<file path="src/host_data_fifo_consts.svh">
// Offsets, field positions, reset values and sizes of the host data buffer
`ifndef HOST_DATA_FIFO_CONSTS_SVH
`define HOST_DATA_FIFO_CONSTS_SVH

// ----------------------------------------------------------------------
// Capacity
// ----------------------------------------------------------------------
`define BUF_DEPTH        512
`define CAP_SMALL        255

// ----------------------------------------------------------------------
// Register indexes (byte address is four times the index)
// ----------------------------------------------------------------------
`define IDX_FILL_COUNT   6'h00
`define IDX_DATA         6'h01
`define IDX_CTRL         6'h02
`define IDX_THRESH       6'h03
`define IDX_IRQ_STAT     6'h04
`define IDX_IRQ_EN       6'h05

// ----------------------------------------------------------------------
// Fields of buffer_ctrl_status
// ----------------------------------------------------------------------
`define CTRL_FLUSH       7
`define CTRL_NEAR_FULL   6
`define CTRL_NEAR_EMPTY  5
`define CTRL_SIZE        4
`define CTRL_OVERFLOW    3
`define CTRL_THR_HI      2
`define CTRL_COUNT_HI    0

// ----------------------------------------------------------------------
// Fields of irq_status_first and irq_enable_first
// ----------------------------------------------------------------------
`define IRQ_NEAR_EMPTY   0
`define IRQ_NEAR_FULL    1
`define IRQ_ERROR        2

// ----------------------------------------------------------------------
// Reset values
// ----------------------------------------------------------------------
`define THRESH_RST       8'h08
`define IRQ_EN_RST       3'h0

`endif

</file>
<file path="src/host_data_fifo_pkg.sv">
// Types shared by the host data buffer
package host_data_fifo_pkg;

  typedef struct packed {
    logic       wr;
    logic       rd;
    logic [7:0] wdata;
  } eng_req_type;

  typedef struct packed {
    logic [5:0] idx;
    logic       write;
  } bus_req_type;

  typedef enum logic [1:0] {
    st_idle,
    st_write,
    st_rd_wait,
    st_rd_data
  } bus_state_type;

endpackage

</file>
<file path="src/buffer_mem.sv">
// Byte storage of the host data buffer, flip-flops with a direct read port
`timescale 1ns/100ps
`default_nettype none

module buffer_mem #(
  parameter int DW    = 8,
  parameter int DEPTH = 512,
  parameter int PW    = $clog2(DEPTH)
) (
  input  wire logic          sys_clk_i,
  input  wire logic          wr_en_i,
  input  wire logic [PW-1:0] waddr_i,
  input  wire logic [DW-1:0] wdata_i,
  input  wire logic [PW-1:0] raddr_i,
  output logic      [DW-1:0] rdata_o
);

  logic [DW-1:0] mem_q [DEPTH];

  // Contents carry no reset: a read of the empty buffer still returns the stale byte at the read pointer
  always_ff @(posedge sys_clk_i) begin
    if (wr_en_i) begin
      mem_q[waddr_i] <= wdata_i;
    end
  end

  assign rdata_o = mem_q[raddr_i];

endmodule

`default_nettype wire

</file>
<file path="src/host_data_fifo.sv">
// Host data buffer with fill level, alert flags, interrupts and AHB-Lite
//
// Our own choice: the AHB-Lite interface to the registers.
`timescale 1ns/100ps
`default_nettype none
`include "host_data_fifo_consts.svh"

// How it works
// - One byte-wide buffer of 512 entries shared by host and engine.
// - Size-limit select caps capacity at 255 bytes; values fit one byte.
// - Full-size mode keeps count and threshold wider than one byte.
// - Engine reads and writes the buffer while a command runs.
// - Flush resets both pointers and clears the fill count.
// - Writes raise the count, reads lower it; upper bits sit in control.
// - Threshold is eight bits plus one high bit in the control register.
// - Near-full is set when free space is at most the threshold.
// - Near-empty is set when the count is at most the threshold.
// - A write into a full buffer raises overflow and the error flag.
// - Enabled near-empty rising edge drives the interrupt output.
// - Enabled near-full rising edge drives the interrupt output.

module host_data_fifo
  import host_data_fifo_pkg::*;
#(
  parameter int DEPTH = `BUF_DEPTH,
  parameter int AW    = 8
) (
  input  wire logic          sys_clk_i,
  input  wire logic          sys_rst_i,
  input  wire logic          ce_i,
  input  wire logic          hsel_i,
  input  wire logic [AW-1:0] haddr_i,
  input  wire logic [1:0]    htrans_i,
  input  wire logic          hwrite_i,
  input  wire logic [2:0]    hsize_i,
  input  wire logic [31:0]   hwdata_i,
  input  wire logic          hready_i,
  output logic               hreadyout_o,
  output logic               hresp_o,
  output logic      [31:0]   hrdata_o,
  output logic               irq_o,
  input  wire logic          cmd_busy_i,
  input  wire eng_req_type   eng_req_i,
  output logic      [7:0]    eng_rdata_o,
  output logic      [9:0]    eng_count_o,
  output logic               eng_full_o,
  output logic               eng_empty_o
);

  localparam int PW = $clog2(DEPTH);
  localparam int CW = $clog2(DEPTH + 1);

  // ----------------------------------------------------------------------
  // State
  // ----------------------------------------------------------------------
  bus_state_type state_q;
  bus_req_type   req_q;
  logic [31:0]   hrdata_q;
  logic [PW-1:0] wptr_q;
  logic [PW-1:0] rptr_q;
  logic [CW-1:0] count_q;
  logic          size_q;
  logic          thr_hi_q;
  logic [7:0]    thr_q;
  logic          ovf_q;
  logic [2:0]    irq_stat_q;
  logic [2:0]    irq_en_q;
  logic          ne_prev_q;
  logic          nf_prev_q;
  logic [7:0]    eng_rdata_q;

  logic          accept;
  logic          host_wr;
  logic          host_push;
  logic          host_pop;
  logic          eng_push;
  logic          eng_pop;
  logic          push_req;
  logic          pop_req;
  logic          do_push;
  logic          do_pop;
  logic          flush;
  logic          full;
  logic          empty;
  logic          overflow_evt;
  logic [CW-1:0] cap;
  logic [CW-1:0] free;
  logic [CW-1:0] thr_eff;
  logic          near_full;
  logic          near_empty;
  logic [2:0]    irq_set;
  logic [2:0]    irq_clr;
  logic [7:0]    push_data;
  logic [7:0]    rd_byte;
  logic [31:0]   rd_value;
  logic [7:0]    ctrl_value;

  // ----------------------------------------------------------------------
  // AHB-Lite slave: writes take no wait, reads one wait state
  // ----------------------------------------------------------------------
  assign hreadyout_o = (state_q != st_rd_wait);
  assign hresp_o     = 1'b0;
  assign hrdata_o    = hrdata_q;
  assign accept      = hreadyout_o && hsel_i && htrans_i[1] && hready_i;
  assign host_wr     = (state_q == st_write);

  always_ff @(posedge sys_clk_i) begin
    if (sys_rst_i) begin
      state_q <= st_idle;
      req_q   <= '0;
    end else if (ce_i) begin
      if (state_q == st_rd_wait) begin
        state_q <= st_rd_data;
      end else if (accept) begin
        req_q   <= '{idx: haddr_i[7:2], write: hwrite_i};
        state_q <= hwrite_i ? st_write : st_rd_wait;
      end else begin
        state_q <= st_idle;
      end
    end
  end

  // Read value is formed in the wait state, after any earlier write landed
  always_comb begin
    rd_value = 32'h0000_0000;
    unique case (req_q.idx)
      `IDX_FILL_COUNT: rd_value[7:0] = count_q[7:0];
      `IDX_DATA:       rd_value[7:0] = rd_byte;
      `IDX_CTRL:       rd_value[7:0] = ctrl_value;
      `IDX_THRESH:     rd_value[7:0] = thr_q;
      `IDX_IRQ_STAT:   rd_value[2:0] = irq_stat_q;
      `IDX_IRQ_EN:     rd_value[2:0] = irq_en_q;
      default:         rd_value      = 32'h0000_0000;
    endcase
  end

  always_ff @(posedge sys_clk_i) begin
    if (sys_rst_i) begin
      hrdata_q <= 32'h0000_0000;
    end else if (ce_i && state_q == st_rd_wait) begin
      hrdata_q <= rd_value;
    end
  end

  always_comb begin
    ctrl_value                                 = 8'h00;
    ctrl_value[`CTRL_NEAR_FULL]                = near_full;
    ctrl_value[`CTRL_NEAR_EMPTY]               = near_empty;
    ctrl_value[`CTRL_SIZE]                     = size_q;
    ctrl_value[`CTRL_OVERFLOW]                 = ovf_q;
    ctrl_value[`CTRL_THR_HI]                   = thr_hi_q;
    ctrl_value[`CTRL_COUNT_HI +: 2]            = count_q[9:8];
  end

  // ----------------------------------------------------------------------
  // Configuration registers
  // ----------------------------------------------------------------------
  always_ff @(posedge sys_clk_i) begin
    if (sys_rst_i) begin
      size_q   <= 1'b0;
      thr_hi_q <= 1'b0;
      thr_q    <= `THRESH_RST;
      irq_en_q <= `IRQ_EN_RST;
    end else if (ce_i && host_wr) begin
      if (req_q.idx == `IDX_CTRL) begin
        size_q   <= hwdata_i[`CTRL_SIZE];
        thr_hi_q <= hwdata_i[`CTRL_THR_HI];
      end
      if (req_q.idx == `IDX_THRESH) begin
        thr_q <= hwdata_i[7:0];
      end
      if (req_q.idx == `IDX_IRQ_EN) begin
        irq_en_q <= hwdata_i[2:0];
      end
    end
  end

  // ----------------------------------------------------------------------
  // Buffer access arbitration
  // ----------------------------------------------------------------------
  // Engine only touches the buffer during a command and wins a tie;
  // keeping clear of the command's bytes is the host's duty.
  assign eng_push  = cmd_busy_i && eng_req_i.wr;
  assign eng_pop   = cmd_busy_i && eng_req_i.rd;
  assign host_push = host_wr && req_q.idx == `IDX_DATA;
  assign host_pop  = state_q == st_rd_wait && req_q.idx == `IDX_DATA;
  assign flush     = host_wr && req_q.idx == `IDX_CTRL
                     && hwdata_i[`CTRL_FLUSH];
  assign push_req  = eng_push || host_push;
  assign pop_req   = eng_pop || host_pop;
  assign push_data = eng_push ? eng_req_i.wdata : hwdata_i[7:0];

  assign cap   = size_q ? CW'(`CAP_SMALL) : CW'(DEPTH);
  assign full  = count_q >= cap;
  assign empty = count_q == '0;

  assign do_push      = push_req && !full && !flush;
  assign do_pop       = pop_req && !empty && !flush;
  assign overflow_evt = push_req && full;

  always_ff @(posedge sys_clk_i) begin
    if (sys_rst_i) begin
      wptr_q  <= '0;
      rptr_q  <= '0;
      count_q <= '0;
    end else if (ce_i) begin
      if (flush) begin
        wptr_q  <= '0;
        rptr_q  <= '0;
        count_q <= '0;
      end else begin
        wptr_q  <= wptr_q + PW'(do_push);
        rptr_q  <= rptr_q + PW'(do_pop);
        // A push and a pop in one cycle leave the count as it is
        count_q <= count_q + CW'(do_push) - CW'(do_pop);
      end
    end
  end

  buffer_mem #(
    .DW    (8),
    .DEPTH (DEPTH)
  ) u_mem (
    .sys_clk_i (sys_clk_i),
    .wr_en_i   (ce_i && do_push),
    .waddr_i   (wptr_q),
    .wdata_i   (push_data),
    .raddr_i   (rptr_q),
    .rdata_o   (rd_byte)
  );

  always_ff @(posedge sys_clk_i) begin
    if (sys_rst_i) begin
      eng_rdata_q <= 8'h00;
    end else if (ce_i && eng_pop) begin
      eng_rdata_q <= rd_byte;
    end
  end

  assign eng_rdata_o = eng_rdata_q;
  assign eng_count_o = 10'(count_q);
  assign eng_full_o  = full;
  assign eng_empty_o = empty;

  // ----------------------------------------------------------------------
  // Alert flags and interrupts
  // ----------------------------------------------------------------------
  // Nine-bit threshold only in full-size mode, else a single byte
  assign thr_eff    = size_q ? CW'(thr_q) : CW'({thr_hi_q, thr_q});
  assign free       = full ? '0 : cap - count_q;
  assign near_full  = free <= thr_eff;
  assign near_empty = count_q <= thr_eff;

  always_ff @(posedge sys_clk_i) begin
    if (sys_rst_i) begin
      ne_prev_q <= 1'b1;
      nf_prev_q <= 1'b0;
      ovf_q     <= 1'b0;
    end else if (ce_i) begin
      ne_prev_q <= near_empty;
      nf_prev_q <= near_full;
      // Overflow wins over a flush in the same cycle
      ovf_q     <= overflow_evt || (ovf_q && !flush);
    end
  end

  always_comb begin
    irq_set                  = 3'h0;
    irq_set[`IRQ_NEAR_EMPTY] = near_empty && !ne_prev_q;
    irq_set[`IRQ_NEAR_FULL]  = near_full && !nf_prev_q;
    irq_set[`IRQ_ERROR]      = overflow_evt;
    irq_clr = (host_wr && req_q.idx == `IDX_IRQ_STAT) ? hwdata_i[2:0] : 3'h0;
  end

  // A new event in the clearing cycle stays set
  always_ff @(posedge sys_clk_i) begin
    if (sys_rst_i) begin
      irq_stat_q <= 3'h0;
    end else if (ce_i) begin
      irq_stat_q <= (irq_stat_q & ~irq_clr) | irq_set;
    end
  end

  assign irq_o = |(irq_stat_q & irq_en_q);
endmodule

`default_nettype wire

</file>
<file path="config.mk">
export PLATFORM = sky130hd
export DESIGN_NAME = host_data_fifo
export DESIGN_NICKNAME = d
export VERILOG_FILES = /design/src/host_data_fifo_pkg.sv /design/src/buffer_mem.sv /design/src/host_data_fifo.sv
export VERILOG_INCLUDE_DIRS = /design/src
export SDC_FILE = /design/constraint.sdc
export NUM_CORES = 2
export LEC_CHECK = 0
export ABC_AREA = 1
export BUFFER_PORTS_ARGS = -buffer_cell sky130_fd_sc_hd__buf_2
export CAP_MARGIN = 25
export CORE_MARGIN = 8
export CORE_UTILIZATION = 46
export DETAILED_ROUTE_END_ITERATION = 7
export PLACE_DENSITY = 0.66
export SETUP_SLACK_MARGIN = 0.15
export SYNTH_ARGS = -nofsm -noshare
export SYNTH_HDL_FRONTEND = slang
export SYNTH_SLANG_ARGS = --single-unit
</file>
<file path="constraint.sdc">
create_clock -name sys_clk_i -period 42.9 [get_ports sys_clk_i]
set_input_delay 4.29 -clock sys_clk_i [delete_from_list [all_inputs] [get_ports sys_clk_i]]
set_output_delay 4.29 -clock sys_clk_i [all_outputs]
set_load 0.05 [all_outputs]
</file>
Word level (Yosys, flattened, before mapping)
Memories as Yosys holds them, arrays and structs flattened. A register that Yosys moved wholly into a read port is not among the register bits.
Index checks and enable logic that the tools add are counted.
{ "word_totals": {"output_inout_bits": 55, "ramBits": 4096, "mem_count": 1, "word_cells": 91, "input_bits": 62, "register_bits": 71} }
{ "mem_list": {"columns": ["memory", "words", "width", "rd", "rd_clocked_by_memory_dff", "write_ports", "line_no", "source"], "rows": [
  ["u_mem.mem_q", 512, 8, 1, 1, 1, "buffer_mem.sv:18", "logic [DW-1:0] mem_q [DEPTH];"]
]} }
{ "op_classes": {"reduce_logical": 37, "eq_ne": 8, "n_bitwise": 5, "muxes": 17, "add_sub_neg": 5, "order_cmp": 3} }
{ "ops": {"columns": ["operator", "n"], "rows": [
  ["$mux W9", 5],
  ["$mux W10", 3],
  ["$logic_and A1 B1 Y1", 22],
  ["$le A10 B9 Y1", 2],
  ["$pmux W5 S4", 1],
  ["$add A9 B1 Y9", 2],
  ["$pmux W3 S6", 1],
  ["$eq A6 B2 Y1 const B", 2],
  ["$eq A6 B3 Y1 const B", 2],
  ["$add A10 B1 Y10", 1],
  ["$ge A10 B10 Y1", 1],
  ["$logic_not A10 Y1", 1],
  ["$sub A10 B1 Y10", 1],
  ["$sub A10 B10 Y10", 1],
  ["$mux W8", 1],
  ["$and A3 B3 Y3", 2],
  ["$eq A6 B1 Y1 const B", 1],
  ["$logic_not A6 Y1", 1],
  ["$mux W2", 3],
  ["$reduce_and A2 Y1", 3],
  ["$logic_not A1 Y1", 5],
  ["$logic_or A1 B1 Y1", 3],
  ["$mux W3", 1],
  ["$not A3 Y3", 1],
  ["8 further kinds", 9]
]} }

Longest topological paths before layout
{ "logic_depth": {"depth_word": 9, "mapped_depth": 30, "mapped_depth_nobuf": 30} }

Modules after synthesis
From an unflattened synthesis, not the netlist that was laid out.
{ "unflattened": {"cells_unflattened": 14546, "hier_area_um2": 171319.3} }
{ "by_module_without_submodules": {"columns": ["module", "area_each_um2", "seq_area_each_um2", "cells_per_inst", "instances"], "rows": [
  ["buffer_mem", 166568.5, 122998.0, 13883, 1],
  ["host_data_fifo", 4750.8, 1421.4, 663, 1]
]} }

Worst setup path after synthesis
OpenSTA, ideal clock, no wires.
{ "synth_path": {"path_kind": "input-to-reg", "start": "input port cmd_busy_i", "end": "memory u_mem.mem_q[0][0] (data pin)", "arrival_time_ns": 18.441, "required_ns": 39.948, "setup_time_ns": 2.952, "path_slack_ns": 21.507, "path_buffers": 1, "path_stages": 4, "cell_sequence": "nand2_1 -> buf_1 -> nor2_1 -> a21oi_1"} }
{ "synth_via": {"elab_chain_cells": 2} }
{ "synth_lines": {"columns": ["element", "line_no", "source"], "rows": [
  ["start: declaration", "host_data_fifo.sv:42", "input wire logic cmd_busy_i,"],
  ["$logic_and A1 B1 Y1", "host_data_fifo.sv:183", "assign eng_push = cmd_busy_i && eng_req_i.wr;"],
  ["$mux W8", "host_data_fifo.sv:191", "assign push_data = eng_push ? eng_req_i.wdata : hwdata_i[7:0];"],
  ["named net push_data[0]", "host_data_fifo.sv:93", "logic [7:0] push_data;"],
  ["end: declaration", "buffer_mem.sv:18", null]
]} }
The timed path passes the listed nets, and every way through them passes these cells.

Worst setup path after layout
{ "layout_path": {"start": "input port cmd_busy_i", "end": "memory u_mem.mem_q[151][2] (data pin)"} }
The elaborated chain is that of the path after synthesis.

==> results by group <==
Logic synthesis
  – Post-synthesis mux area share: less than 1%
  – Adder-Cell Fraction of Synth Area: 0.354%
  – Simple-Gate Fraction of Synth Area: between 20% and 30%
  – Ys Warns: 0
  – Mean post-synth cell area: 11.7 µm²
  – Post-synth EDFFs: about 4k
  – Asr flop ratio synth: 0%
  – Post-synth top area cell: edfxtp_1
  – Flops & latches, synth: 4176
  – Seq/Total Area, Yosys: around three quarters
  – Ys flop type: edfxtp_1
  – Synthesized area: roughly 170000 µm²
  – Xor and xnor area share after synthesis: 0.0719%
  – Cell variety after synth: 51
  – Gate Count Post-Synth: between 10k and 15k
  – Synth area leaders: edfxtp_1, nand3_1, nand2_1, buf_2, nor2_1
  – Post-synthesis compound-gate area fraction: 0.508%
  – Area fraction of the dominant cell type after synthesis: 72.1%
  – Main combinational cell family by area after synthesis: simple AND/OR/NAND/NOR gates

Drt
  – DRC errors left: 0
  – Final WL: about 450000 µm
  – Via count: 111k
  – Routed wire length per instance: approximately 23 µm
  – Via/cell ratio: 5.68
  – Drt initial violations: between 10k and 15k
  – Post-route ant nets: 0
  – 1st-pass router iterations: 8

Worst setup path
  – Worst Reg-to-Reg Cells: 20
  – Crit path capture type: register
  – Worst Path Arrival: approximately 9.0 ns
  – Reg2reg setup slack: about 35 ns
  – Reg2Reg Capture Point: hrdata_o[3]
  – CP max FO: 80
  – Startpoint types: input port
  – Required time at the worst-slack endpoint: between 40 and 50 ns
  – Crit Path Category: in -> reg

Die
  – Initial Utilization: 46.2%
  – Core Box Area: about 370000 µm²
  – I/O pins: roughly 120
  – Die X-Extent: around 620 µm
  – Die height: 625 µm
  – Die Area: 390000 µm²
  – FP Rows: around 220

Global route
  – First-pass GRT wire length: roughly 660000 µm
  – Total GRT Usage: roughly 22%
  – Overflow after GRT: 0
  – Vias in the first global route: around 100k
  – Pin count of the biggest net entering global routing: between 200 and 250
  – Initial antenna violation count: 12

Pwr
  – Comb pwr share: a little under a tenth
  – Power Total: 8.84 mW
  – Switching Share: between 20% and 30%
  – Clk pwr share: 39.4%
  – Power Internal: roughly 6.7 mW
  – PD cells: roughly 47 nW/µm²
  – Reg power frac: 51.2%
  – Switching component of the power: 2.12 mW
  – VDD IR max: about 0.000037 V
  – Leakage: between 60 and 70 nW

Clock tree
  – Cts bufs inserted: 407
  – Clock sink total: about 4.2k
  – Cts hold-fix bufs: 0
  – Clock Latency Late Sink: ~0.92 ns
  – Root buffer cell: clkbuf_16
  – CTS tree: yes
  – Reg clk slew, reported paths: around 0.060 ns
  – # Post-CTS Setup Buffers: 0
  – H-tree levels: 5
  – Deepest clock path buffer count: 4
  – CTS-repair resized insts: 0

STA
  – Fmax achieved: 119 MHz
  – RSZ-0062 raised after global routing: no
  – Final setup vio count: 0
  – Setup TNS: 0 ns
  – Final hold vios: 0
  – Layout Skew: around 0.041 ns
  – Period utilization: 19.5%
  – Fin. max-slew vios: 0
  – Actual slew at the worst max-slew pin: ~1.3 ns
  – Slew headroom: 11.3%
  – Final min period: between 8 and 9 ns

Worst hold path
  – Tightest Hold Check Type: reg -> reg
  – Hold Path Stages: 2
  – Hold_sp: nf_prev_q
  – Hold EP: nf_prev_q

Place
  – HPWL Detailed: between 200000 and 250000 µm
  – Routability congestion estimate: between 0.8 and 0.9
  – Number of port buffers: 61

Finish
  – # nets final: 14.3k
  – Commonest cells after routing, fill and taps aside: nand2_1, edfxtp_1, nand3_1
  – Commonest non-fill, non-tap cell in the layout: nand2_1
  – P&R area growth vs syn: 9.75%
  – Ratio of cells with drive above 1 in the final layout: 5.98%

Outcome
  – Status: finished clean

Flow run
  – Max-Cap Viols: 0
## critical path: stages
cell	delay (ns)
buf_2	0.11
nand2_1	0.07
buf_4	0.29
nor2_1	0.11
a21oi_4	0.11
buf_4	0.66
buf_4	0.35
buf_16	0.32
buf_4	0.66
buf_4	0.88
buf_4	0.80
## logic make-up (layout without fill, tap and decap cells)
group,count (synthesis),count (layout)
adders and majority gates,47,47
buffers and inverters,1138,1084
other,1,34
xor gates and xnor gates,14,14
muxes,5,5
and+or+nand+nor,8990,8990
DFF,4176,4176
AOI/OAI and AO/OA,158,158
## synthesized netlist by cell type (73+ instances only)
| library cell | instances |
|---|---|
| a21oi_1 | 81 |
| buf_1 | 116 |
| buf_2 | 504 |
| buf_4 | 73 |
| clkbuf_1 | 331 |
| dfxtp_1 | 80 |
| edfxtp_1 | 4096 |
| inv_1 | 106 |
| nand2_1 | 4252 |
| nand3_1 | 4095 |
| nor2_1 | 589 |
## worst max-delay path by stage
| stage | startpoint | to | depth (start not counted) |
|---|---|---|---|
| after CTS | cmd_busy_i | u_mem.mem_q[150][2] | 10 |
| after global placement | cmd_busy_i | u_mem.mem_q[150][2] | 10 |
| final | cmd_busy_i | u_mem.mem_q[151][2] | 11 |
| after global routing | cmd_busy_i | u_mem.mem_q[145][2] | 11 |
| after detailed placement | cmd_busy_i | u_mem.mem_q[150][2] | 10 |
| after floorplan | cmd_busy_i | u_mem.mem_q[0][0] | 4 |
## layout make-up
| type | instances | area (µm²) |
|---|---|---|
| fillers | 31200 | 182000 |
| flip-flops and latches | 4176 | 125000 |
| multi-input cells | 9239 | 41100 |
| clock buffers | 502 | 10800 |
| well taps | 4950 | 6190 |
| clock inverters | 230 | 2010 |
| repair buffers | 238 | 1930 |
| inverters | 114 | 464 |
| diodes | 9 | 22.5 |
## stage by stage
| step | hold WS (ns) | instance area, µm² | std cells | setup slack (ns) | utilization (%) |
|---|---|---|---|---|---|
| detailed placement | 0.453 | 174000 | 18700 | 33.40 | 47.2 |
| global route | 0.469 | 187000 | 19500 | 34.32 | 50.7 |
| finish | 0.465 | 187000 | 19500 | 34.52 | 50.7 |
| CTS | 0.461 | 187000 | 19400 | 34.36 | 50.7 |
| floorplan | 0.430 | 171000 | 14600 | 21.51 | - |
| global placement | 0.441 | 174000 | 18700 | 33.52 | 47.2 |
## flip-flops by register name, summed over array words and instances (netlist names), named ones only
signal	count
u_mem.mem_q	4096
eng_count_o	10
rptr_q	9
wptr_q	9
eng_rdata_o	8
hrdata_o	8
thr_q	8
req_q	6
irq_en_q	3
irq_stat_q	3
state_q	2
ne_prev_q	1
nf_prev_q	1
ovf_q	1
size_q	1
thr_hi_q	1
## routing by layer
metal / wire length (µm) / GRT usage [%]
met2: 209000 / 34.9
met3: 42600 / 3.91
met5: 47 / 0
met4: 16400 / 7.87
met1: 183000 / 31.3
## power groups by stage
stage	combinational (mW)	clock (mW)	sequential, mW
floorplan	0.565	0	4.67
global placement	0.809	0	4.62
detailed placement	0.820	0	4.62
CTS	0.823	3.51	4.53
global route	0.914	3.66	4.53
finish	0.831	3.48	4.53
Power figures use the tool's default switching activity.
